File: config.mk
export PLATFORM = sky130hd
export DESIGN_NAME = usart_control_config
export DESIGN_NICKNAME = d
export VERILOG_FILES = /design/src/usart_ctrl_pkg.sv /design/src/tx_link_if.sv /design/src/serial_frame_tx.sv /design/src/usart_control_config.sv
export SDC_FILE = /design/constraint.sdc
export NUM_CORES = 1
export LEC_CHECK = 0
export ABC_AREA = 1
export ABC_CLOCK_PERIOD_IN_PS = 2500
export BUFFER_PORTS_ARGS = -buffer_cell sky130_fd_sc_hd__buf_2
export CORE_MARGIN = 4
export CORE_UTILIZATION = 56
export CTS_BUF_LIST = sky130_fd_sc_hd__clkbuf_8
export DETAILED_ROUTE_END_ITERATION = 10
export PLACE_DENSITY_LB_ADDON = 0.25
export SLEW_MARGIN = 15
export SYNTH_ARGS = -nofsm -noshare
export SYNTH_HDL_FRONTEND = slang
export SYNTH_SLANG_ARGS = --single-unit
File: constraint.sdc
create_clock -name clk_sys -period 2.5 [get_ports clk_sys]
set_clock_uncertainty 0.2 [all_clocks]
set_input_delay 0.125 -clock clk_sys [delete_from_list [all_inputs] [get_ports clk_sys]]
set_output_delay 0.125 -clock clk_sys [all_outputs]
set_load 0.1 [all_outputs]
File: src/usart_ctrl_pkg.sv
// Register map, field positions and constants of the serial transceiver control block
package usart_ctrl_pkg;
  // ==========================================================================
  // Register indices (byte address is four times the index)
  localparam logic [3:0] IDX_RX_DATA_LO = 4'h0;
  localparam logic [3:0] IDX_RX_DATA_HI = 4'h1;
  localparam logic [3:0] IDX_TX_DATA_LO = 4'h2;
  localparam logic [3:0] IDX_TX_DATA_HI = 4'h3;
  localparam logic [3:0] IDX_STATUS = 4'h4;
  localparam logic [3:0] IDX_CTRL_A = 4'h5;
  localparam logic [3:0] IDX_CTRL_B = 4'h6;
  localparam logic [3:0] IDX_CTRL_C = 4'h7;
  // ==========================================================================
  // interrupt_and_line_control fields
  localparam int RX_DONE_IRQ_EN = 7;
  localparam int TX_DONE_IRQ_EN = 6;
  localparam int TX_EMPTY_IRQ_EN = 5;
  localparam int FRAME_START_IRQ_EN = 4;
  localparam int LOOP_BACK_EN = 3;
  localparam int BAUD_DETECT_ERR_IRQ_EN = 2;
  localparam logic [7:0] CTRL_A_RESET = 8'h00;
  localparam logic [1:0] RS485_OFF = 2'h0;
  localparam logic [1:0] RS485_EXT = 2'h1;
  localparam logic [1:0] RS485_INT = 2'h2;
  // ==========================================================================
  // receiver_transmitter_control fields
  localparam int RECEIVER_ON = 7;
  localparam int TRANSMITTER_ON = 6;
  localparam int FRAME_START_WAKE_EN = 4;
  localparam int OPEN_DRAIN_EN = 3;
  localparam int SPEED_LSB = 1;
  localparam int ADDRESS_FRAME_FILTER = 0;
  localparam logic [7:0] CTRL_B_MASK = 8'hdf;
  localparam logic [7:0] CTRL_B_RESET = 8'h00;
  localparam logic [1:0] SPEED_NORMAL = 2'h0;
  localparam logic [1:0] SPEED_DOUBLE = 2'h1;
  localparam logic [1:0] SPEED_GENERIC_AUTO = 2'h2;
  localparam logic [1:0] SPEED_CONSTRAINED_AUTO = 2'h3;
  // ==========================================================================
  // frame_format_control fields
  localparam logic [1:0] COMM_ASYNC = 2'h0;
  localparam logic [1:0] COMM_SYNC = 2'h1;
  localparam logic [1:0] COMM_INFRARED = 2'h2;
  localparam logic [1:0] COMM_SPI_HOST = 2'h3;
  localparam logic [1:0] PARITY_EVEN = 2'h2;
  localparam logic [1:0] PARITY_ODD = 2'h3;
  localparam int STOP_BIT_SEL = 3;
  localparam logic [5:0] FMT_ASYNC_RESET = 6'h03;
  localparam logic [2:0] FMT_SPI_RESET = 3'h0;
  localparam logic [2:0] CHAR_NINE_LOW_FIRST = 3'h6;
  localparam logic [2:0] CHAR_NINE_HIGH_FIRST = 3'h7;
  // ==========================================================================
  // Status and received-data bit positions
  localparam int ST_RX_DONE = 7;
  localparam int ST_TX_DONE = 6;
  localparam int ST_TX_EMPTY = 5;
  localparam int ST_FRAME_START = 4;
  localparam int ST_BAD_SYNC = 3;
  localparam int RXH_OVERRUN = 6;
  localparam int RXH_FRAMING = 2;
  localparam int RXH_PARITY = 1;
  // ==========================================================================
  // Baud sampling
  localparam logic [7:0] SAMPLES_NORMAL = 8'h10;
  localparam logic [7:0] SAMPLES_DOUBLE = 8'h08;
  localparam logic [7:0] TWO_BIT_NOMINAL = 8'h20;
  localparam logic [7:0] TWO_BIT_TOLERANCE = 8'h06;
  localparam logic [7:0] GENERIC_TWO_BIT_MIN = 8'h04;
  localparam logic [7:0] GENERIC_TWO_BIT_MAX = 8'hfe;
  localparam logic [2:0] SYNC_INTERVALS = 3'h4;
endpackage

File: src/tx_link_if.sv
// Connection between the control block and its frame shifter
`timescale 1ns/10ps
interface tx_link_if;
  logic tick;
  logic start;
  logic [8:0] data;
  logic [3:0] nbits;
  logic par_en;
  logic par_odd;
  logic two_stop;
  logic [7:0] bit_len;
  logic busy;
  logic done;
  logic line;
  modport ctrl (output tick, start, data, nbits, par_en, par_odd, two_stop, bit_len, input busy, done, line);
  modport shifter (input tick, start, data, nbits, par_en, par_odd, two_stop, bit_len, output busy, done, line);
endinterface

File: src/serial_frame_tx.sv
// Transmit shifter: start bit, data LSB first, optional parity, one or two stop bits
`timescale 1ns/10ps
module serial_frame_tx (
  input wire logic clk_sys,
  input wire logic reset_n,
  tx_link_if.shifter link
);
  typedef struct packed {
    logic busy;
    logic done;
    logic line;
    logic [7:0] cnt;
    logic [3:0] left;
    logic [12:0] frame;
  } tx_state_type;

  tx_state_type s_q;
  tx_state_type s_d;

  always_comb begin
    s_d = s_q;
    s_d.done = 1'b0;
    if (!s_q.busy && link.start) begin
      s_d.frame = '1;
      s_d.frame[0] = 1'b0;
      for (int i = 0; i < 9; i++) begin
        if (i < int'(link.nbits)) begin
          s_d.frame[1 + i] = link.data[i];
        end
      end
      if (link.par_en) begin
        s_d.frame[1 + int'(link.nbits)] = (^(link.data & ~(9'h1ff << link.nbits))) ^ link.par_odd;
      end
      s_d.left = 4'(4'h2 + link.nbits + {3'h0, link.par_en} + {3'h0, link.two_stop});
      s_d.busy = 1'b1;
      s_d.cnt = 8'h00;
      s_d.line = 1'b0;
    end else if (s_q.busy && link.tick) begin
      if (s_q.cnt == 8'(link.bit_len - 8'h01)) begin
        s_d.cnt = 8'h00;
        s_d.frame = {1'b1, s_q.frame[12:1]};
        s_d.left = 4'(s_q.left - 4'h1);
        if (s_q.left == 4'h1) begin
          s_d.busy = 1'b0;
          s_d.done = 1'b1;
          s_d.line = 1'b1;
        end else begin
          s_d.line = s_q.frame[1];
        end
      end else begin
        s_d.cnt = 8'(s_q.cnt + 8'h01);
      end
    end
    if (!reset_n) begin
      s_d = '0;
      s_d.line = 1'b1;
    end
  end

  always_ff @(posedge clk_sys) begin
    s_q <= s_d;
  end

  assign link.busy = s_q.busy;
  assign link.done = s_q.done;
  assign link.line = s_q.line;
endmodule

File: src/usart_control_config.sv
// Serial transceiver control, configuration, receiver and Avalon-MM register slave
`timescale 1ns/10ps
module usart_control_config #(
  parameter int SAMPLE_DIV = 4
) (
  input wire logic clk_sys,
  input wire logic reset_n,
  input wire logic [5:0] address,
  input wire logic read,
  input wire logic write,
  input wire logic [31:0] writedata,
  output logic [31:0] readdata,
  output logic waitrequest,
  input wire logic rxd_in,
  input wire logic sleep_active,
  output logic txd_out,
  output logic txd_oe,
  output logic driver_enable_pin,
  output logic rx_pin_owned,
  output logic wake_req,
  output logic rx_vector_irq,
  output logic tx_vector_irq,
  output logic empty_vector_irq
);
  initial begin
    if (SAMPLE_DIV < 1 || SAMPLE_DIV > 255) begin
      $error("SAMPLE_DIV must lie in 1..255");
    end
  end

  localparam logic [7:0] TICK_LAST = 8'(SAMPLE_DIV - 1);

  typedef enum logic [2:0] {RX_IDLE, RX_START, RX_DATA, RX_PARITY, RX_STOP, RX_SYNC} rx_state_type;

  typedef struct packed {
    logic [7:0] ctrl_a;
    logic [7:0] ctrl_b;
    logic [1:0] comm_mode_sel;
    logic [5:0] fmt_async;
    logic [2:0] fmt_spi;
    logic wait_q;
    logic [7:0] rdata;
    logic sync1;
    logic sync2;
    logic line_prev;
    logic [7:0] tick_cnt;
    logic tick;
    rx_state_type rx_state;
    logic [7:0] rx_cnt;
    logic [3:0] rx_bits;
    logic [8:0] rx_shift;
    logic rx_par;
    logic rx_parity_err_flag;
    logic [8:0] rxbuf;
    logic rxbuf_valid;
    logic framing_err_flag;
    logic parity_err_flag;
    logic overrun_flag;
    logic synced;
    logic [7:0] bit_len;
    logic [2:0] edges;
    logic bad_sync_flag;
    logic frame_start_flag;
    logic tx_done_flag;
    logic [8:0] txbuf;
    logic txbuf_valid;
    logic tx_start;
    logic tx_enabled;
    logic txd;
    logic txd_oe;
    logic de;
    logic wake;
    logic irq_rx;
    logic irq_tx;
    logic irq_dre;
  } main_state_type;

  main_state_type s_q;
  main_state_type s_d;

  tx_link_if link ();

  serial_frame_tx u_tx (
    .clk_sys(clk_sys),
    .reset_n(reset_n),
    .link(link)
  );

  // ==========================================================================
  // Decoding shared by transmit and receive paths
  function automatic logic [3:0] char_bits(input logic [2:0] sel);
    unique case (sel)
      3'h0: char_bits = 4'h5;
      3'h1: char_bits = 4'h6;
      3'h2: char_bits = 4'h7;
      usart_ctrl_pkg::CHAR_NINE_LOW_FIRST, usart_ctrl_pkg::CHAR_NINE_HIGH_FIRST: char_bits = 4'h9;
      default: char_bits = 4'h8;
    endcase
  endfunction

  logic [1:0] rs485_sel;
  logic [1:0] receiver_speed_sel;
  logic [1:0] parity_sel;
  logic [2:0] char_width_sel;
  logic [3:0] nbits;
  logic parity_on;
  logic parity_odd;
  logic auto_mode;
  logic [7:0] bit_len_now;
  logic rx_line;
  logic line_fall;
  logic req;
  logic [3:0] idx;
  logic [7:0] wbyte;
  logic [7:0] two_bit_min;
  logic [7:0] two_bit_max;

  always_comb begin
    rs485_sel = s_q.ctrl_a[1:0];
    receiver_speed_sel = s_q.ctrl_b[usart_ctrl_pkg::SPEED_LSB +: 2];
    parity_sel = s_q.fmt_async[5:4];
    char_width_sel = s_q.fmt_async[2:0];
    nbits = char_bits(char_width_sel);
    parity_on = (parity_sel == usart_ctrl_pkg::PARITY_EVEN) || (parity_sel == usart_ctrl_pkg::PARITY_ODD);
    parity_odd = (parity_sel == usart_ctrl_pkg::PARITY_ODD);
    auto_mode = (receiver_speed_sel == usart_ctrl_pkg::SPEED_GENERIC_AUTO)
             || (receiver_speed_sel == usart_ctrl_pkg::SPEED_CONSTRAINED_AUTO);
    if (auto_mode && s_q.synced) begin
      bit_len_now = s_q.bit_len;
    end else if (receiver_speed_sel == usart_ctrl_pkg::SPEED_DOUBLE
                 && s_q.comm_mode_sel != usart_ctrl_pkg::COMM_SYNC) begin
      bit_len_now = usart_ctrl_pkg::SAMPLES_DOUBLE;
    end else begin
      bit_len_now = usart_ctrl_pkg::SAMPLES_NORMAL;
    end
    if (receiver_speed_sel == usart_ctrl_pkg::SPEED_CONSTRAINED_AUTO) begin
      two_bit_min = 8'(usart_ctrl_pkg::TWO_BIT_NOMINAL - usart_ctrl_pkg::TWO_BIT_TOLERANCE);
      two_bit_max = 8'(usart_ctrl_pkg::TWO_BIT_NOMINAL + usart_ctrl_pkg::TWO_BIT_TOLERANCE);
    end else begin
      two_bit_min = usart_ctrl_pkg::GENERIC_TWO_BIT_MIN;
      two_bit_max = usart_ctrl_pkg::GENERIC_TWO_BIT_MAX;
    end
    rx_line = s_q.ctrl_a[usart_ctrl_pkg::LOOP_BACK_EN] ? link.line : s_q.sync2;
    line_fall = s_q.line_prev && !rx_line;
    req = read || write;
    idx = address[5:2];
    wbyte = writedata[7:0];
  end

  assign link.tick = s_q.tick;
  assign link.start = s_q.tx_start;
  assign link.data = s_q.txbuf;
  assign link.nbits = nbits;
  assign link.par_en = parity_on;
  assign link.par_odd = parity_odd;
  assign link.two_stop = s_q.fmt_async[usart_ctrl_pkg::STOP_BIT_SEL];
  assign link.bit_len = bit_len_now;

  // ==========================================================================
  // Next state
  always_comb begin
    s_d = s_q;
    s_d.tx_start = 1'b0;
    s_d.wake = 1'b0;
    s_d.sync1 = rxd_in;
    s_d.sync2 = s_q.sync1;
    s_d.line_prev = rx_line;
    s_d.tick = (s_q.tick_cnt == TICK_LAST);
    s_d.tick_cnt = (s_q.tick_cnt == TICK_LAST) ? 8'h00 : 8'(s_q.tick_cnt + 8'h01);

    // Bus slave: answer one cycle after the request, act at the acknowledging edge
    if (req && s_q.wait_q) begin
      s_d.wait_q = 1'b0;
      unique case (idx)
        usart_ctrl_pkg::IDX_RX_DATA_LO: s_d.rdata = s_q.rxbuf[7:0];
        usart_ctrl_pkg::IDX_RX_DATA_HI: s_d.rdata = {s_q.rxbuf_valid, s_q.overrun_flag, 3'h0, s_q.framing_err_flag,
                                                     s_q.parity_err_flag, s_q.rxbuf[8]};
        usart_ctrl_pkg::IDX_STATUS: s_d.rdata = {s_q.rxbuf_valid, s_q.tx_done_flag, !s_q.txbuf_valid,
                                                 s_q.frame_start_flag, s_q.bad_sync_flag, 3'h0};
        usart_ctrl_pkg::IDX_CTRL_A: s_d.rdata = s_q.ctrl_a;
        usart_ctrl_pkg::IDX_CTRL_B: s_d.rdata = s_q.ctrl_b;
        usart_ctrl_pkg::IDX_CTRL_C: s_d.rdata = (s_q.comm_mode_sel == usart_ctrl_pkg::COMM_SPI_HOST)
                                                ? {s_q.comm_mode_sel, 3'h0, s_q.fmt_spi}
                                                : {s_q.comm_mode_sel, s_q.fmt_async};
        default: s_d.rdata = 8'h00;
      endcase
    end else if (!s_q.wait_q) begin
      s_d.wait_q = 1'b1;
      if (read && idx == usart_ctrl_pkg::IDX_RX_DATA_LO) begin
        s_d.rxbuf_valid = 1'b0;
      end
      if (write) begin
        unique case (idx)
          usart_ctrl_pkg::IDX_TX_DATA_LO: begin
            if (!s_q.txbuf_valid) begin
              s_d.txbuf[7:0] = wbyte;
              s_d.txbuf_valid = (char_width_sel != usart_ctrl_pkg::CHAR_NINE_LOW_FIRST);
            end
          end
          usart_ctrl_pkg::IDX_TX_DATA_HI: begin
            if (!s_q.txbuf_valid) begin
              s_d.txbuf[8] = wbyte[0];
              s_d.txbuf_valid = (char_width_sel == usart_ctrl_pkg::CHAR_NINE_LOW_FIRST);
            end
          end
          usart_ctrl_pkg::IDX_STATUS: begin
            if (wbyte[usart_ctrl_pkg::ST_TX_DONE]) begin
              s_d.tx_done_flag = 1'b0;
            end
            if (wbyte[usart_ctrl_pkg::ST_FRAME_START]) begin
              s_d.frame_start_flag = 1'b0;
            end
            if (wbyte[usart_ctrl_pkg::ST_BAD_SYNC]) begin
              s_d.bad_sync_flag = 1'b0;
              s_d.rx_state = RX_IDLE;
            end
          end
          usart_ctrl_pkg::IDX_CTRL_A: s_d.ctrl_a = wbyte;
          usart_ctrl_pkg::IDX_CTRL_B: s_d.ctrl_b = wbyte & usart_ctrl_pkg::CTRL_B_MASK;
          usart_ctrl_pkg::IDX_CTRL_C: begin
            s_d.comm_mode_sel = wbyte[7:6];
            if (wbyte[7:6] == usart_ctrl_pkg::COMM_SPI_HOST) begin
              s_d.fmt_spi = wbyte[2:0];
            end else begin
              s_d.fmt_async = wbyte[5:0];
            end
          end
          default: begin
          end
        endcase
      end
    end

    // Transmit side: buffer to shifter, lingering enable, pin drive
    if (s_q.tx_enabled && s_q.txbuf_valid && !link.busy && !s_q.tx_start) begin
      s_d.tx_start = 1'b1;
      s_d.txbuf_valid = 1'b0;
    end
    if (link.done && !s_q.txbuf_valid) begin
      s_d.tx_done_flag = 1'b1;
    end
    if (s_q.ctrl_b[usart_ctrl_pkg::TRANSMITTER_ON]) begin
      s_d.tx_enabled = 1'b1;
    end else if (!link.busy && !s_q.txbuf_valid && !s_q.tx_start) begin
      s_d.tx_enabled = 1'b0;
    end
    s_d.txd_oe = s_q.tx_enabled
               && (rs485_sel != usart_ctrl_pkg::RS485_INT || link.busy)
               && !(s_q.ctrl_b[usart_ctrl_pkg::OPEN_DRAIN_EN] && link.line);
    s_d.txd = s_q.ctrl_b[usart_ctrl_pkg::OPEN_DRAIN_EN] ? 1'b0 : link.line;
    s_d.de = (rs485_sel == usart_ctrl_pkg::RS485_EXT) && link.busy;

    // Start-of-frame detection and wake-up
    if (s_q.ctrl_b[usart_ctrl_pkg::FRAME_START_WAKE_EN] && line_fall) begin
      s_d.wake = 1'b1;
      if (sleep_active) begin
        s_d.frame_start_flag = 1'b1;
      end
    end
    if (!s_q.ctrl_b[usart_ctrl_pkg::FRAME_START_WAKE_EN]) begin
      s_d.frame_start_flag = 1'b0;
    end

    // Receiver
    unique case (s_q.rx_state)
      RX_IDLE: begin
        if (line_fall && !s_q.bad_sync_flag) begin
          s_d.rx_cnt = 8'h00;
          s_d.edges = 3'h0;
          s_d.rx_state = (auto_mode && !s_q.synced) ? RX_SYNC : RX_START;
        end
      end
      RX_SYNC: begin
        if (line_fall) begin
          s_d.rx_cnt = 8'h00;
          if (s_q.rx_cnt < two_bit_min || s_q.rx_cnt > two_bit_max) begin
            s_d.bad_sync_flag = 1'b1;
            s_d.rx_state = RX_IDLE;
          end else if (s_q.edges == 3'(usart_ctrl_pkg::SYNC_INTERVALS - 3'h1)) begin
            s_d.synced = 1'b1;
            s_d.bit_len = {1'b0, s_q.rx_cnt[7:1]};
            s_d.rx_state = RX_IDLE;
          end else begin
            s_d.edges = 3'(s_q.edges + 3'h1);
          end
        end else if (s_q.tick) begin
          if (s_q.rx_cnt == two_bit_max) begin
            s_d.bad_sync_flag = 1'b1;
            s_d.rx_state = RX_IDLE;
          end else begin
            s_d.rx_cnt = 8'(s_q.rx_cnt + 8'h01);
          end
        end
      end
      RX_START: begin
        if (s_q.tick) begin
          if (s_q.rx_cnt == {1'b0, bit_len_now[7:1]}) begin
            s_d.rx_cnt = 8'h00;
            s_d.rx_bits = 4'h0;
            s_d.rx_shift = 9'h000;
            s_d.rx_par = 1'b0;
            s_d.rx_parity_err_flag = 1'b0;
            s_d.rx_state = rx_line ? RX_IDLE : RX_DATA;
          end else begin
            s_d.rx_cnt = 8'(s_q.rx_cnt + 8'h01);
          end
        end
      end
      RX_DATA, RX_PARITY, RX_STOP: begin
        if (s_q.tick) begin
          if (s_q.rx_cnt == 8'(bit_len_now - 8'h01)) begin
            s_d.rx_cnt = 8'h00;
            if (s_q.rx_state == RX_DATA) begin
              s_d.rx_shift[s_q.rx_bits] = rx_line;
              s_d.rx_par = s_q.rx_par ^ rx_line;
              s_d.rx_bits = 4'(s_q.rx_bits + 4'h1);
              if (s_q.rx_bits == 4'(nbits - 4'h1)) begin
                s_d.rx_state = parity_on ? RX_PARITY : RX_STOP;
              end
            end else if (s_q.rx_state == RX_PARITY) begin
              s_d.rx_parity_err_flag = rx_line != (s_q.rx_par ^ parity_odd);
              s_d.rx_state = RX_STOP;
            end else begin
              s_d.rx_state = RX_IDLE;
              if (!(s_q.ctrl_b[usart_ctrl_pkg::ADDRESS_FRAME_FILTER] && !s_q.rx_shift[nbits - 4'h1])) begin
                if (s_d.rxbuf_valid) begin
                  s_d.overrun_flag = 1'b1;
                end else begin
                  s_d.rxbuf = s_q.rx_shift;
                  s_d.rxbuf_valid = 1'b1;
                  s_d.framing_err_flag = !rx_line;
                  s_d.parity_err_flag = s_q.rx_parity_err_flag && parity_on;
                  s_d.overrun_flag = 1'b0;
                end
              end
            end
          end else begin
            s_d.rx_cnt = 8'(s_q.rx_cnt + 8'h01);
          end
        end
      end
    endcase
    if (!s_q.ctrl_b[usart_ctrl_pkg::RECEIVER_ON]) begin
      s_d.rx_state = RX_IDLE;
      s_d.rxbuf_valid = 1'b0;
      s_d.framing_err_flag = 1'b0;
      s_d.parity_err_flag = 1'b0;
      s_d.overrun_flag = 1'b0;
      s_d.synced = 1'b0;
    end
    if (!auto_mode) begin
      s_d.synced = 1'b0;
    end

    // Interrupt lines
    s_d.irq_rx = (s_q.ctrl_a[usart_ctrl_pkg::RX_DONE_IRQ_EN] && s_q.rxbuf_valid)
               || (s_q.ctrl_a[usart_ctrl_pkg::FRAME_START_IRQ_EN] && s_q.frame_start_flag)
               || (s_q.ctrl_a[usart_ctrl_pkg::BAUD_DETECT_ERR_IRQ_EN] && s_q.bad_sync_flag);
    s_d.irq_tx = s_q.ctrl_a[usart_ctrl_pkg::TX_DONE_IRQ_EN] && s_q.tx_done_flag;
    s_d.irq_dre = s_q.ctrl_a[usart_ctrl_pkg::TX_EMPTY_IRQ_EN] && !s_q.txbuf_valid;

    if (!reset_n) begin
      s_d = '0;
      s_d.ctrl_a = usart_ctrl_pkg::CTRL_A_RESET;
      s_d.ctrl_b = usart_ctrl_pkg::CTRL_B_RESET;
      s_d.comm_mode_sel = usart_ctrl_pkg::COMM_ASYNC;
      s_d.fmt_async = usart_ctrl_pkg::FMT_ASYNC_RESET;
      s_d.fmt_spi = usart_ctrl_pkg::FMT_SPI_RESET;
      s_d.wait_q = 1'b1;
      s_d.rx_state = RX_IDLE;
      s_d.bit_len = usart_ctrl_pkg::SAMPLES_NORMAL;
      s_d.txd = 1'b1;
    end
  end

  always_ff @(posedge clk_sys) begin
    s_q <= s_d;
  end

  // ==========================================================================
  // Outputs
  assign readdata = {24'h000000, s_q.rdata};
  assign waitrequest = s_q.wait_q;
  assign txd_out = s_q.txd;
  assign txd_oe = s_q.txd_oe;
  assign driver_enable_pin = s_q.de;
  assign rx_pin_owned = s_q.ctrl_b[usart_ctrl_pkg::RECEIVER_ON];
  assign wake_req = s_q.wake;
  assign rx_vector_irq = s_q.irq_rx;
  assign tx_vector_irq = s_q.irq_tx;
  assign empty_vector_irq = s_q.irq_dre;
endmodule

Word-level counts from Yosys, hierarchy flattened:

Cells that the tools add are included.

* $add $sub $neg: 12
* $lt $le $gt $ge: 16
* equality and inequality tests: 51
* shift-type cells: 1
* mux-type cells: 114
* bitwise operators: 17
* reduce and logical (&&, ||, !) cells: 85

Operators with widths (number)
* 13-bit 2-to-1 mux: 6
* 3-bit 2-to-1 mux: 21
* 28-bit 2-to-1 mux: 2
* 26-bit 2-to-1 mux: 2
* 1-bit 2-to-1 mux: 49
* 8-bit 2-to-1 mux: 6
* 8-bit one-hot mux with 6 select lines: 1
* 11-bit one-hot mux with 4 select lines: 1
* 39-bit 2-to-1 mux: 1
* 5-bit AND reduction: 7
* 11-bit 2-to-1 mux: 3
* 32-bit by 1-bit >= comparator with 1-bit output (second input constant): 1
* 32-bit by 6-bit < comparator with 1-bit output (second input constant): 1
* 15-bit one-hot mux with 2 select lines: 1
* 1-bit logical AND: 29
* 14-bit 2-to-1 mux: 2
* 8-bit by 1-bit adder with 8-bit output (second input constant): 3
* 8-bit == test: 3
* 2-bit inequality test (second input constant): 12
* 4-bit AND reduction: 5
* 2-bit nonzero test: 10
* 17-bit 2-to-1 mux: 1
* 4-bit by 3-bit == test with 1-bit output (second input constant): 4
* 3-bit by 4-bit < comparator with 1-bit output (first input constant): 4
* 59 further kinds: 121

* flip-flop bits (word level): 147
* bits of input ports: 44

Depth between registers and ports, before layout:

Gate-level depths: netlist of run 1.

* word-level depth: 14
* gate-level depth with buffers: 20
* mapped depth without buffers: 19

Cells and area by module:

A second synthesis of run 1 with hierarchy kept.

* cell total of the unflattened synthesis: 1277
* area, all modules: 8697.1 µm²

Modules (own cells, without submodules)
* usart_control_config: times used 1, cells an instance 975, area each 6683.9 µm², sequential area each 2382.3 µm²
* serial_frame_tx: times used 1, cells an instance 302, area each 2013.2 µm², sequential area each 540.5 µm²

Worst setup path before layout of run 1:

OpenSTA, ideal clock, no wires.

* path type: register to register
* start point: register s_q, in the netlist char_width_sel[1]
* end point: register u_tx.s_q[9] (netlist bit)
* library setup time: 0.132 ns
* arrival: 2.387 ns
* setup slack: -0.219 ns
* stages on the path, launching flop included: 18
* path through: dfxtp_1 nor2_1 nor2_1 a21oi_1 inv_1 ha_1 inv_1 ha_1 o21ai_0 xor2_1 inv_1 nand3_1 buf_2 nand3_1 nand2_1 inv_1 a21oi_1 a21oi_1

* longest elaborated chain between the ends: 11
* elaborated cells on any way between the ends: 24
* classes of those cells: add/sub: 1; order compare: 3; eq/ne: 4; shift: 1; mux: 8; bitwise: 3; reduce/logical: 4

RTL lines
* start, declared: RTL line usart_control_config.sv:78 `main_state_type s_q;`
* start signal, assigned: RTL line usart_control_config.sv:377 `s_q <= s_d;`
* 3-bit == test: RTL line usart_control_config.sv:92 `unique case (sel)`
* 2-bit OR reduction: RTL line usart_control_config.sv:92
* 4-bit one-hot mux with 4 select lines (*): RTL line usart_control_config.sv:92
* 1-bit by 4-bit adder with 5-bit output / 9-bit by 4-bit left shift with 9-bit output (equally long branches): RTL line serial_frame_tx.sv:32 `s_d.frame[1 + int'(link.nbits)] = (^(link.data & ~(9'h1ff << link.nbits))) ^ link.par_odd;`
* 32-bit by 1-bit >= comparator with 1-bit output (not written as such), or another cell as far along: RTL line serial_frame_tx.sv:32
* 1-bit logical AND (not written as such) / 9-bit bitwise AND (equally long branches): RTL line serial_frame_tx.sv:32
* 1-bit 2-to-1 mux (not written as such) / 9-bit XOR reduction (equally long branches): RTL line serial_frame_tx.sv:32
* 1-bit demux with 4-bit select / 1-bit bitwise XOR (equally long branches)
* 13-bit bitwise mux: RTL line serial_frame_tx.sv:32
* 13-bit 2-to-1 mux (*): RTL line serial_frame_tx.sv:31 `if (link.par_en) begin`
* 26-bit 2-to-1 mux (*): RTL line serial_frame_tx.sv:23 `if (!s_q.busy && link.start) begin`
* end signal, assigned: RTL line serial_frame_tx.sv:61 `s_q <= s_d;`
* end, declared: RTL line serial_frame_tx.sv:17 `tx_state_type s_q;`

Mark *: on every way between the ends. The rest lies on a longest branch, timed or not. The select of a mux whose other input is x is not followed.
A chain may end at the register's enable or synchronous reset.

Worst setup path after layout of run 1:

* start point: register s_q, in the netlist receiver_speed_sel[1]
* end point: register u_tx.s_q[10] (netlist bit)

* longest elaborated chain between the ends: 8
* elaborated cells on any way between the ends: 12
* classes of those cells: add/sub: 1; eq/ne: 4; mux: 2; reduce/logical: 5

RTL lines
* 2-bit by 1-bit == test with 1-bit output, or another cell as far along: RTL line usart_control_config.sv:130 `end else if (receiver_speed_sel == usart_ctrl_pkg::SPEED_DOUBLE`
* 1-bit logical AND / 1-bit logical OR (equally long branches): RTL line usart_control_config.sv:131, usart_control_config.sv:127
* 5-bit 2-to-1 mux / 1-bit logical AND (equally long branches): RTL line usart_control_config.sv:130, usart_control_config.sv:128
* 7-bit 2-to-1 mux (*): RTL line usart_control_config.sv:128 `if (auto_mode && s_q.synced) begin`
* 7-bit by 1-bit subtractor with 8-bit output (*): RTL line serial_frame_tx.sv:39 `if (s_q.cnt == 8'(link.bit_len - 8'h01)) begin`
* 8-bit == test (*): RTL line serial_frame_tx.sv:39
* 2-bit nonzero test (no line) (*)
* 2-bit AND reduction (no line) (*)

Mark *: on every way between the ends. The rest lies on a longest branch, timed or not.

==> results.py, run 1 <==
metrics = {
    "sta": {
        "fin_crit_sh_pct": 106,
        "slew_viol_final": 0,
        "finalSetupViolCount": 53,
        "max_slew_margin_pct": 42.2,
        "finalHoldViolations": 0,
        "max_slew.worst_pin.slew_ns": 0.867,
        "setup-tns-final_ns": -4.70,
        "rsz0062_at_grt": "true",
        "clock.fmax_ghz": 0.376,
        "setup_ws_ns": -0.158,
        "period_minus_slack_ns": 2.66,
    },
    "yosys": {
        "synth_top_flop_cell": "dfxtp_1",
        "mappedNetlistArea_um2": 8370,
        "synth_edf_count": 0,
        "synth-async-reset-ratio_pct": 0,
        "syn_area_per_cell_um2": 6.87,
        "seq_area_frac_synth_pct": 34.9,
        "synthCells": 1219,
        "yosysWarningCount": 0,
        "synth.distinct_cells": 55,
        "synth_seq_cells": 146,
    },
    "layout": {
        "fin_cells": 1567,
        "area_growth_pct": 26.6,
        "fin_util_pct": 72.7,
        "design_area_um2": 10600,
        "drive_above_1_share_pct": 24.7,
        "layout_common_cells": "nand2_1 (210), dfxtp_1 (141), inv_1 (138)",
        "mostFrequentLayoutCell": "nand2_1",
        "antenna_cells": 0,
        "nNetsFinal": 1442,
    },
    "power_and_ir_drop": {
        "powerDensity_nw_per_um2": 452,
        "power.internal_w": 0.00338,
        "ir_drop_uv": 491,
        "power_w": 0.00479,
        "power.switching_w": 0.00142,
        "seqPwrFrac_pct": 49.1,
        "leakagePower_nw": 4.49,
        "combPwrFrac_pct": 9.4,
        "p_clk_share_pct": 41.6,
        "swShare_pct": 29.6,
    },
    "worst_setup_path": {
        "critPathRequiredTime_ns": 2.61,
        "path_cells": "nand3_4 > ha_4 > buf_6 > xor2_1 > o21ai_1 > nor3_1 > nand3_1 > nor2_2 > nand4_1 > nand2_2 > inv_4 > buf_6 > nand2_2 > a21oi_2",
        "r2r_cells": 14,
        "slowest_stage": "dfxtp_4",
        "critical_path_class": "reg2reg",
        "worstPathMaxFanout": 7,
        "reg2reg_to": "u_tx.s_q[10]",
        "r2r_start": "receiver_speed_sel[1]",
        "worstSetupEndpointType": "register",
        "cp.arrival_ns": 2.77,
        "cp-start-kind": "register",
        "cpPeakStageDelay_ns": 0.43,
        "r2r_slack_ns": -0.16,
    },
    "placement": {
        "numPortBuffers": 34,
        "dpl_cell_area_um2": 9200,
        "dp_cells": 1488,
        "place.gp.congestion": 0.943,
        "dpl.hpwl_um": 17100,
    },
    "clock_network": {
        "cts_tree": "yes",
        "clock-sinks": 146,
        "h-tree-depth": 4,
        "insertion_delay_ns": 0.46,
        "root_buffer": "clkbuf_8",
        "cts.reportedPaths.clkPinSlew_ns": 0.09,
        "clockBufferDepth": 2,
        "numCtsBuffers": 17,
    },
    "grt": {
        "antenna_found_initial": 2,
        "grt_pass1_wl_um": 39200,
        "overflow": 0,
        "grt_usage_pct": 28.6,
        "grt_pass1_vias": 8057,
        "grt_max_degree": 68,
    },
    "die": {
        "placementRows": 44,
        "io-pin-count": 85,
        "dieArea_um2": 17000,
        "initial_core_util_pct": 57.4,
        "fp.coreArea_um2": 14600,
        "die_h_um": 130,
        "die_width_um": 130,
    },
    "flow_run": {
        "cap_violations": 0,
    },
    "drt": {
        "wl_um": 25300,
        "vias": 8883,
        "viasPerCell": 5.67,
        "drt_iter0_markers": 933,
        "drtPass1Iterations": 6,
        "drc": 0,
        "ant_nets": 0,
        "wl_per_cell_um": 16.2,
    },
    "outcome": {
        "failed_checks": "negative setup slack",
        "status": "finished with violations",
    },
    "worst_hold_path": {
        "worstHoldPathCells": 5,
        "hp-class": "in2reg",
        "hold_end": "link.data[8]",
        "worstHoldStart": "address[3]",
    },
}
[routing by layer]
layer / share of wire (%) / track usage [%]
met5: 0.11 / 0
met4: 2.5 / 8.37
met3: 7.6 / 6.55
met2: 47 / 45.8
met1: 42 / 38.7
[critical path, delay by kind of cell, from the launching register on]
family                     cells  cell delay, ns
xor gates and xnor gates       1            0.13
AOI/OAI and AO/OA              2            0.16
DFF                            1            0.43
adders and majority gates      1            0.28
and+or+nand+nor                7            1.03
buffers and inverters          3            0.27
[stage by stage]
stage | hold WS, ns | setup WS, ns
floorplan | 0.0226 | 0.0145
global placement | 0.116 | -0.206
detailed placement | 0.119 | -0.243
CTS | 0.0289 | -0.0421
global route | 0.0937 | -0.310
finish | 0.0539 | -0.158
[registers in the layout, indices dropped and copies added, names as in the netlist, 2 cells and up]
register,flops
u_tx.s_q,24
parity_sel,2
rs485_sel,2
readdata,8
receiver_speed_sel,2
s_q,81
char_width_sel,3
link.data,9
[power groups by stage]
stage,combinational (W),clock [W],sequential (W)
2_1_floorplan,0.000321,0,0.00242
3_3_place_gp,0.000395,0,0.00241
3_5_place_dp,0.000399,0,0.00241
4_1_cts,0.000426,0.00201,0.00235
5_1_grt,0.000473,0.00212,0.00235
6_report,0.000448,0.00199,0.00235
[kinds of logic (layout without fill, tap and decap cells)]
group	count (synthesis)	after routing	share of synthesized area [%]
simple gates	523	524	27.8
compound gates	273	273	17.9
buf+inv	218	358	11.9
flops	146	146	34.9
xor+xnor	30	30	3.14
fa+ha+maj	28	28	4.27
other cells	1	24	0.0448
[how the worst max path moves through the flow]
| stage | slack (ns) | start | cells after the start | to |
|---|---|---|---|---|
| after CTS | -0.04 | receiver_speed_sel[1] | 15 | s_q[44] |
| after global placement | -0.21 | receiver_speed_sel[1] | 15 | s_q[35] |
| after floorplan | 0.01 | s_q[33] | 15 | s_q[38] |
| after detailed placement | -0.24 | receiver_speed_sel[1] | 13 | s_q[52] |
| after global routing | -0.31 | receiver_speed_sel[1] | 14 | u_tx.s_q[4] |
| final | -0.16 | receiver_speed_sel[1] | 14 | u_tx.s_q[10] |
[synth_stat cells (all sizes together) (16+ instances only)]
| library cell | count | area, µm² |
|---|---|---|
| a21oi | 123 | 631 |
| buf | 43 | 332 |
| clkbuf | 16 | 60.1 |
| dfxtp | 146 | 2920 |
| ha | 27 | 338 |
| inv | 154 | 578 |
| nand2 | 256 | 1010 |
| nand3 | 81 | 438 |
| nand4 | 18 | 119 |
| nor2 | 130 | 528 |
| nor3 | 24 | 136 |
| o21ai | 109 | 549 |
| xor2 | 22 | 193 |
[repair_timing]
item                       4_1_cts  5_1_grt
hold endpoints to repair        50        0
cloned                           2        1
pin swaps                       26       57
setup endpoints to repair       75       79
hold buffers                    20        0
setup buffers                   11       14
gates resized for setup         48      125
[layout make-up]
type,instances,area (µm²)
Timing Repair inverter,1,8.76
Tap cell,184,230
Multi-Input combinational cell,879,5080
Clock inverter,15,185
Inverter,158,612
Sequential cell,146,2940
Timing Repair Buffer,167,1320
Clock buffer,17,234
Fill cell,1102,3980
No activity file was read; power rests on OpenSTA's default activity.
==> inputs of run 2 (changes only) <==
- CELL_PAD_IN_SITES_DETAIL_PLACEMENT: default -> 1
- CELL_PAD_IN_SITES_GLOBAL_PLACEMENT: default -> 2
- CORE_UTILIZATION: 56 -> 31
==> run 2 against run 1 <==
Against the previous run:
- highest routed layer is now met4
- sequential share of layout area decreased by 1.3 points
- critical path type unchanged
- setup slack improved by 0.056 ns
- hold slack worse by 0.018 ns
- largest cell class unchanged
- flip-flop and latch count is the same
- count of clock-buffer cells in the layout grew 1
- utilization is 30 points lower
- sequential power is essentially flat
- non-clock buffer count is 18 higher
- final cell count grew 11%
- first-iteration DRC count is 67% lower
- cell area grew 5.0%
- the run still ends with negative setup slack left
- clock power grew 5%
==> results.py, run 2 (synthesis results as in run 1) <==
metrics = {
    "outcome": {
        "status": "finished with violations",
        "failed_checks": "negative setup slack",
    },
    "placement": {
        "dp_cells": 1666,
        "dpl_cell_area_um2": 9600,
        "numPortBuffers": 34,
        "place.gp.congestion": 0.842,
        "dpl.hpwl_um": 22000,
    },
    "grt": {
        "overflow": 0,
        "antenna_found_initial": 0,
        "grt_usage_pct": 19.8,
        "grt_pass1_vias": 8640,
        "grt_max_degree": 49,
        "grt_pass1_wl_um": 46300,
    },
    "worst_setup_path": {
        "critPathRequiredTime_ns": 2.70,
        "cp.arrival_ns": 2.80,
        "worstPathMaxFanout": 7,
        "worstSetupEndpointType": "register",
        "cp-start-kind": "register",
        "critical_path_class": "reg2reg",
        "r2r_slack_ns": -0.10,
    },
    "drt": {
        "drtPass1Iterations": 4,
        "viasPerCell": 4.93,
        "ant_nets": 0,
        "wl_um": 29800,
        "drc": 0,
        "drt_iter0_markers": 305,
        "vias": 8552,
        "wl_per_cell_um": 17.2,
    },
    "sta": {
        "max_slew_margin_pct": 54.3,
        "max_slew.worst_pin.slew_ns": 0.683,
        "hold_slack_ns": 0.0354,
        "slew_viol_final": 0,
        "setup_ws_ns": -0.102,
        "fin_crit_sh_pct": 104,
        "period_minus_slack_ns": 2.60,
        "clock.fmax_ghz": 0.384,
        "rsz0062_at_grt": "true",
        "finalSetupViolCount": 38,
        "finalHoldViolations": 0,
    },
    "clock_network": {
        "clock-sinks": 146,
        "clockBufferDepth": 2,
        "numCtsBuffers": 17,
        "h-tree-depth": 4,
        "cts_tree": "yes",
        "root_buffer": "clkbuf_8",
        "insertion_delay_ns": 0.47,
        "cts.reportedPaths.clkPinSlew_ns": 0.10,
    },
    "die": {
        "die_width_um": 172,
        "initial_core_util_pct": 31.8,
        "die_h_um": 172,
        "fp.coreArea_um2": 26400,
        "placementRows": 59,
        "dieArea_um2": 29700,
        "io-pin-count": 85,
    },
    "flow_run": {
        "cap_violations": 0,
    },
    "layout": {
        "regMostFlops": "s_q",
        "area_growth_pct": 33.0,
        "design_area_um2": 11100,
        "layout_common_cells": "nand2_1 (199), inv_1 (142), dfxtp_1 (141)",
        "drive_above_1_share_pct": 27.8,
        "nFillCells": 3288,
        "seq_area_um2": 2940,
        "multi_input_area_um2": 5270,
        "fin_util_pct": 42.3,
        "mostFrequentLayoutCell": "nand2_1",
        "antenna_cells": 0,
        "largest_reg_flops": 81,
        "fin_cells": 1736,
        "nNetsFinal": 1460,
    },
    "power_and_ir_drop": {
        "ir_drop_uv": 310,
        "powerDensity_nw_per_um2": 439,
        "leakagePower_nw": 4.70,
        "power_w": 0.00489,
    },
    "worst_hold_path": {
        "hp-class": "in2reg",
    },
}
-- run 2: timing repair --
action                                 CTS  global route
cloned                                   2             2
setup endpoints to repair               74            77
buffers inserted                         5            10
hold buffers                            19             0
resized for setup                       52           179
pin swaps                               29            58
endpoints found under the hold margin   58             0
-- run 2: critical path: stages, from the launching register on --
cell      delay [ns]
dfxtp_4         0.41
nand3_4         0.10
ha_4            0.28
xor2_1          0.16
nand3_1         0.10
nor2_1          0.11
nand2_1         0.09
nor2_2          0.14
nand2_4         0.11
nor2_4          0.15
nand2_4         0.07
nor2_4          0.20
nand2_4         0.14
clkinv_4        0.11
nand2_2         0.06
a21oi_2         0.14
-- run 2: metal layers --
metal  global-route usage (%)  vias up  part of all wire, %
met2                     34.0       75                   50
met3                     3.16       15                  2.2
li1                         -     4282                    -
met4                     3.52        0                 0.66
met1                     26.6     4180                   47
met5                        0        -                    0
-- run 2: worst paths after layout --
path | startpoint | to | cells after the start
hold / removal | write | s_q[109] | 6
hold reg to reg | s_q[84] | s_q[83] | 2
setup / recovery | receiver_speed_sel[1] | s_q[41] | 15
setup reg to reg | receiver_speed_sel[1] | s_q[41] | 15
-- run 2: cell type report --
| type | instances | area share (%) |
|---|---|---|
| repair buffers | 185 | 13.2 |
| clock inverters | 14 | 1.61 |
| well taps | 335 | 3.76 |
| repair inverters | 1 | 0.0786 |
| clock buffers | 18 | 2.22 |
| multi-input cells | 879 | 47.3 |
| flip-flops and latches | 146 | 26.4 |
| inverters | 158 | 5.46 |
-- run 2: power breakdown --
part	switching (W)	internal [W]	total [W]
clock network	0.00105	0.00103	0.00208
logic	0.000354	0.000101	0.000454
registers	0.0000161	0.00234	0.00235
total	0.00142	0.00347	0.00489
-- run 2: metrics by stage --
step / setup WS [ns] / TNS [ns]
after floorplan: 0.0145 / 0
final: -0.102 / -2.66
after global placement: -0.340 / -14.56
after detailed placement: -0.359 / -16.90
after global routing: -0.260 / -10.09
after CTS: -0.0886 / -1.73
==> inputs of run 3 (changes only) <==
- ABC_CLOCK_PERIOD_IN_PS: 2500 -> 2250
- clock period: 2.5 -> 2.25 ns (I/O delays scaled with it)
==> run 3 against run 2 <==
Against the previous run:
- the run ends with negative hold slack, negative setup slack left
- wire length is 3.3% higher
- power increased by 16%
- count of clock-buffer cells in the layout did not move
- first-iteration DRC count up 29%
- die area stayed put
- largest cell class unchanged
- highest routed layer unchanged
==> results.py, run 3 (synthesis results as in run 1) <==
metrics = {
    "outcome": {
        "status": "finished with violations",
        "failed_checks": "negative hold slack, negative setup slack",
    },
    "worst_setup_path": {
        "path_cells": "nand3_4 > ha_4 > xor2_1 > nand3_1 > nor2_1 > nand2_1 > nor2_1 > nand2_2 > nor2_4 > nand2_4 > nor2_4 > nand2_4 > buf_12 > nand2_2 > a21oi_1",
        "r2r_start": "s_q[26]",
        "critical_path_class": "reg2reg",
        "r2r_cells": 15,
        "r2r_slack_ns": -0.36,
        "cpPeakStageDelay_ns": 0.44,
        "cp-start-kind": "register",
        "cp.arrival_ns": 2.76,
        "slowest_stage": "dfxtp_1",
        "reg2reg_to": "s_q[41]",
        "critPathRequiredTime_ns": 2.40,
        "worstPathMaxFanout": 4,
        "worstSetupEndpointType": "register",
    },
    "worst_hold_path": {
        "worstHoldStart": "address[2]",
        "hold_end": "s_q[9]",
        "hp-class": "in2reg",
        "worstHoldPathCells": 6,
    },
    "grt": {
        "grt_max_degree": 56,
        "grt_pass1_wl_um": 47800,
        "antenna_found_initial": 0,
        "grt_usage_pct": 20.5,
        "grt.met1_usage_pct": 27.4,
        "overflow": 0,
        "grt.busiest_layer": "met2",
        "grt_pass1_vias": 8888,
        "use_met2_pct": 35.2,
        "use_met3_pct": 2.97,
    },
    "die": {
        "die_h_um": 172,
        "dieArea_um2": 29700,
        "placementRows": 59,
        "fp.coreArea_um2": 26400,
        "initial_core_util_pct": 31.8,
        "io-pin-count": 85,
        "die_width_um": 172,
    },
    "drt": {
        "drc": 0,
        "wl_um": 30800,
        "drt_iter0_markers": 392,
        "drtPass1Iterations": 5,
        "vias": 8841,
        "viasPerCell": 4.98,
        "wl_per_cell_um": 17.3,
        "ant_nets": 0,
    },
    "layout": {
        "regMostFlops": "s_q",
        "nFillCells": 3274,
        "antenna_cells": 0,
        "layout_common_cells": "nand2_1 (213), dfxtp_1 (139), buf_4 (139)",
        "largest_reg_flops": 81,
        "drive_above_1_share_pct": 31.4,
        "fin_util_pct": 44.7,
        "nNetsFinal": 1501,
        "mostFrequentLayoutCell": "nand2_1",
        "area_growth_pct": 40.6,
    },
    "clock_network": {
        "cts_tree": "yes",
        "h-tree-depth": 4,
        "root_buffer": "clkbuf_8",
        "cts.reportedPaths.clkPinSlew_ns": 0.09,
        "clockBufferDepth": 2,
        "numCtsBuffers": 17,
        "insertion_delay_ns": 0.47,
        "clock-sinks": 146,
    },
    "placement": {
        "place.gp.congestion": 0.863,
        "numPortBuffers": 34,
        "dpl.hpwl_um": 22400,
    },
    "flow_run": {
        "cap_violations": 0,
    },
    "sta": {
        "rsz0062_at_grt": "true",
        "finalHoldViolations": 1,
        "finalSetupViolCount": 77,
        "fin_crit_sh_pct": 116,
        "slew_viol_final": 0,
        "clock.fmax_ghz": 0.382,
        "period_minus_slack_ns": 2.61,
        "max_slew_margin_pct": 66.0,
        "setup-tns-final_ns": -19.29,
        "hold_slack_ns": -0.00365,
        "setup_ws_ns": -0.365,
        "max_slew.worst_pin.slew_ns": 0.505,
    },
    "power_and_ir_drop": {
        "p_clk_share_pct": 44.7,
        "ir_drop_uv": 356,
        "powerDensity_nw_per_um2": 483,
        "combPwrFrac_pct": 9.3,
        "leakagePower_nw": 4.86,
        "seqPwrFrac_pct": 46.0,
        "power.switching_w": 0.00160,
        "power.internal_w": 0.00409,
        "power_w": 0.00569,
        "swShare_pct": 28.2,
    },
}
## run 3: cell count changes in the layout (fill, tap and decap cells not counted), sizes merged
| cell | delta |
|---|---|
| clkinv | -2 |
| bufinv | +2 |
| inv | +2 |
| clkinvlp | -1 |
| dlygate4sd3 | +5 |
| buf | +35 |
## run 3: area by class of cell
class                           instances  area [µm²]  area share (%)
Clock buffer                           18         248            2.10
Clock inverter                         14         225            1.91
Inverter                              158         636            5.40
Multi-Input combinational cell        879        5450            46.3
Tap cell                              335         419            3.56
Timing Repair Buffer                  225        1850            15.7
Sequential cell                       146        2940            25.0
Timing Repair inverter                  2        13.8           0.117
## run 3: layer usage
| metal | vias up | share of wire [%] |
|---|---|---|
| met5 | - | 0 |
| met3 | 34 | 3.1 |
| met1 | 4300 | 46 |
| li1 | 4371 | - |
| met4 | 0 | 1.7 |
| met2 | 136 | 49 |
## run 3: power by group through the flow
stage	registers, W	logic [W]	clock network (W)
after floorplan	0.00268	0.000361	0
after global placement	0.00268	0.000469	0
after detailed placement	0.00268	0.000471	0
after CTS	0.00261	0.000508	0.00261
after global routing	0.00262	0.000564	0.00274
final	0.00261	0.000529	0.00254
## run 3: how the worst max path moves through the flow
| stage | slack, ns | end | cells after the start | start |
|---|---|---|---|---|
| after floorplan | -0.20 | s_q[38] | 16 | receiver_speed_sel[1] |
| after global placement | -0.50 | s_q[59] | 15 | receiver_speed_sel[1] |
| after detailed placement | -0.48 | s_q[60] | 15 | receiver_speed_sel[1] |
| after CTS | -0.31 | s_q[71] | 19 | char_width_sel[1] |
| after global routing | -0.55 | s_q[38] | 15 | s_q[26] |
| final | -0.36 | s_q[41] | 15 | s_q[26] |
## run 3: through the flow
stage                     area, µm²  worst slack [ns]  cells
after floorplan                8610            -0.201   1242
after global placement         9900            -0.497   1690
after detailed placement       9900            -0.481   1690
after CTS                     11200            -0.314   1763
after global routing          11800            -0.551   1777
final                         11800            -0.365   1777
## run 3: repair_timing
action,in CTS,in global routing
setup endpoints to repair,77,97
gates cloned,4,1
pin swaps,63,51
resized for setup,126,123
buffers inserted,12,16
endpoints found under the hold margin,79,2
hold buffers,25,1
## run 3: critical path, delay by kind of cell, from the launching register on
family	cells	cell delay, ns
AND/OR/NAND/NOR	11	1.21
adder cells (fa/ha/maj)	1	0.29
buffers and inverters	1	0.17
flip-flops	1	0.44
XOR/XNOR	1	0.15
AO/OA/AOI/OAI	1	0.05
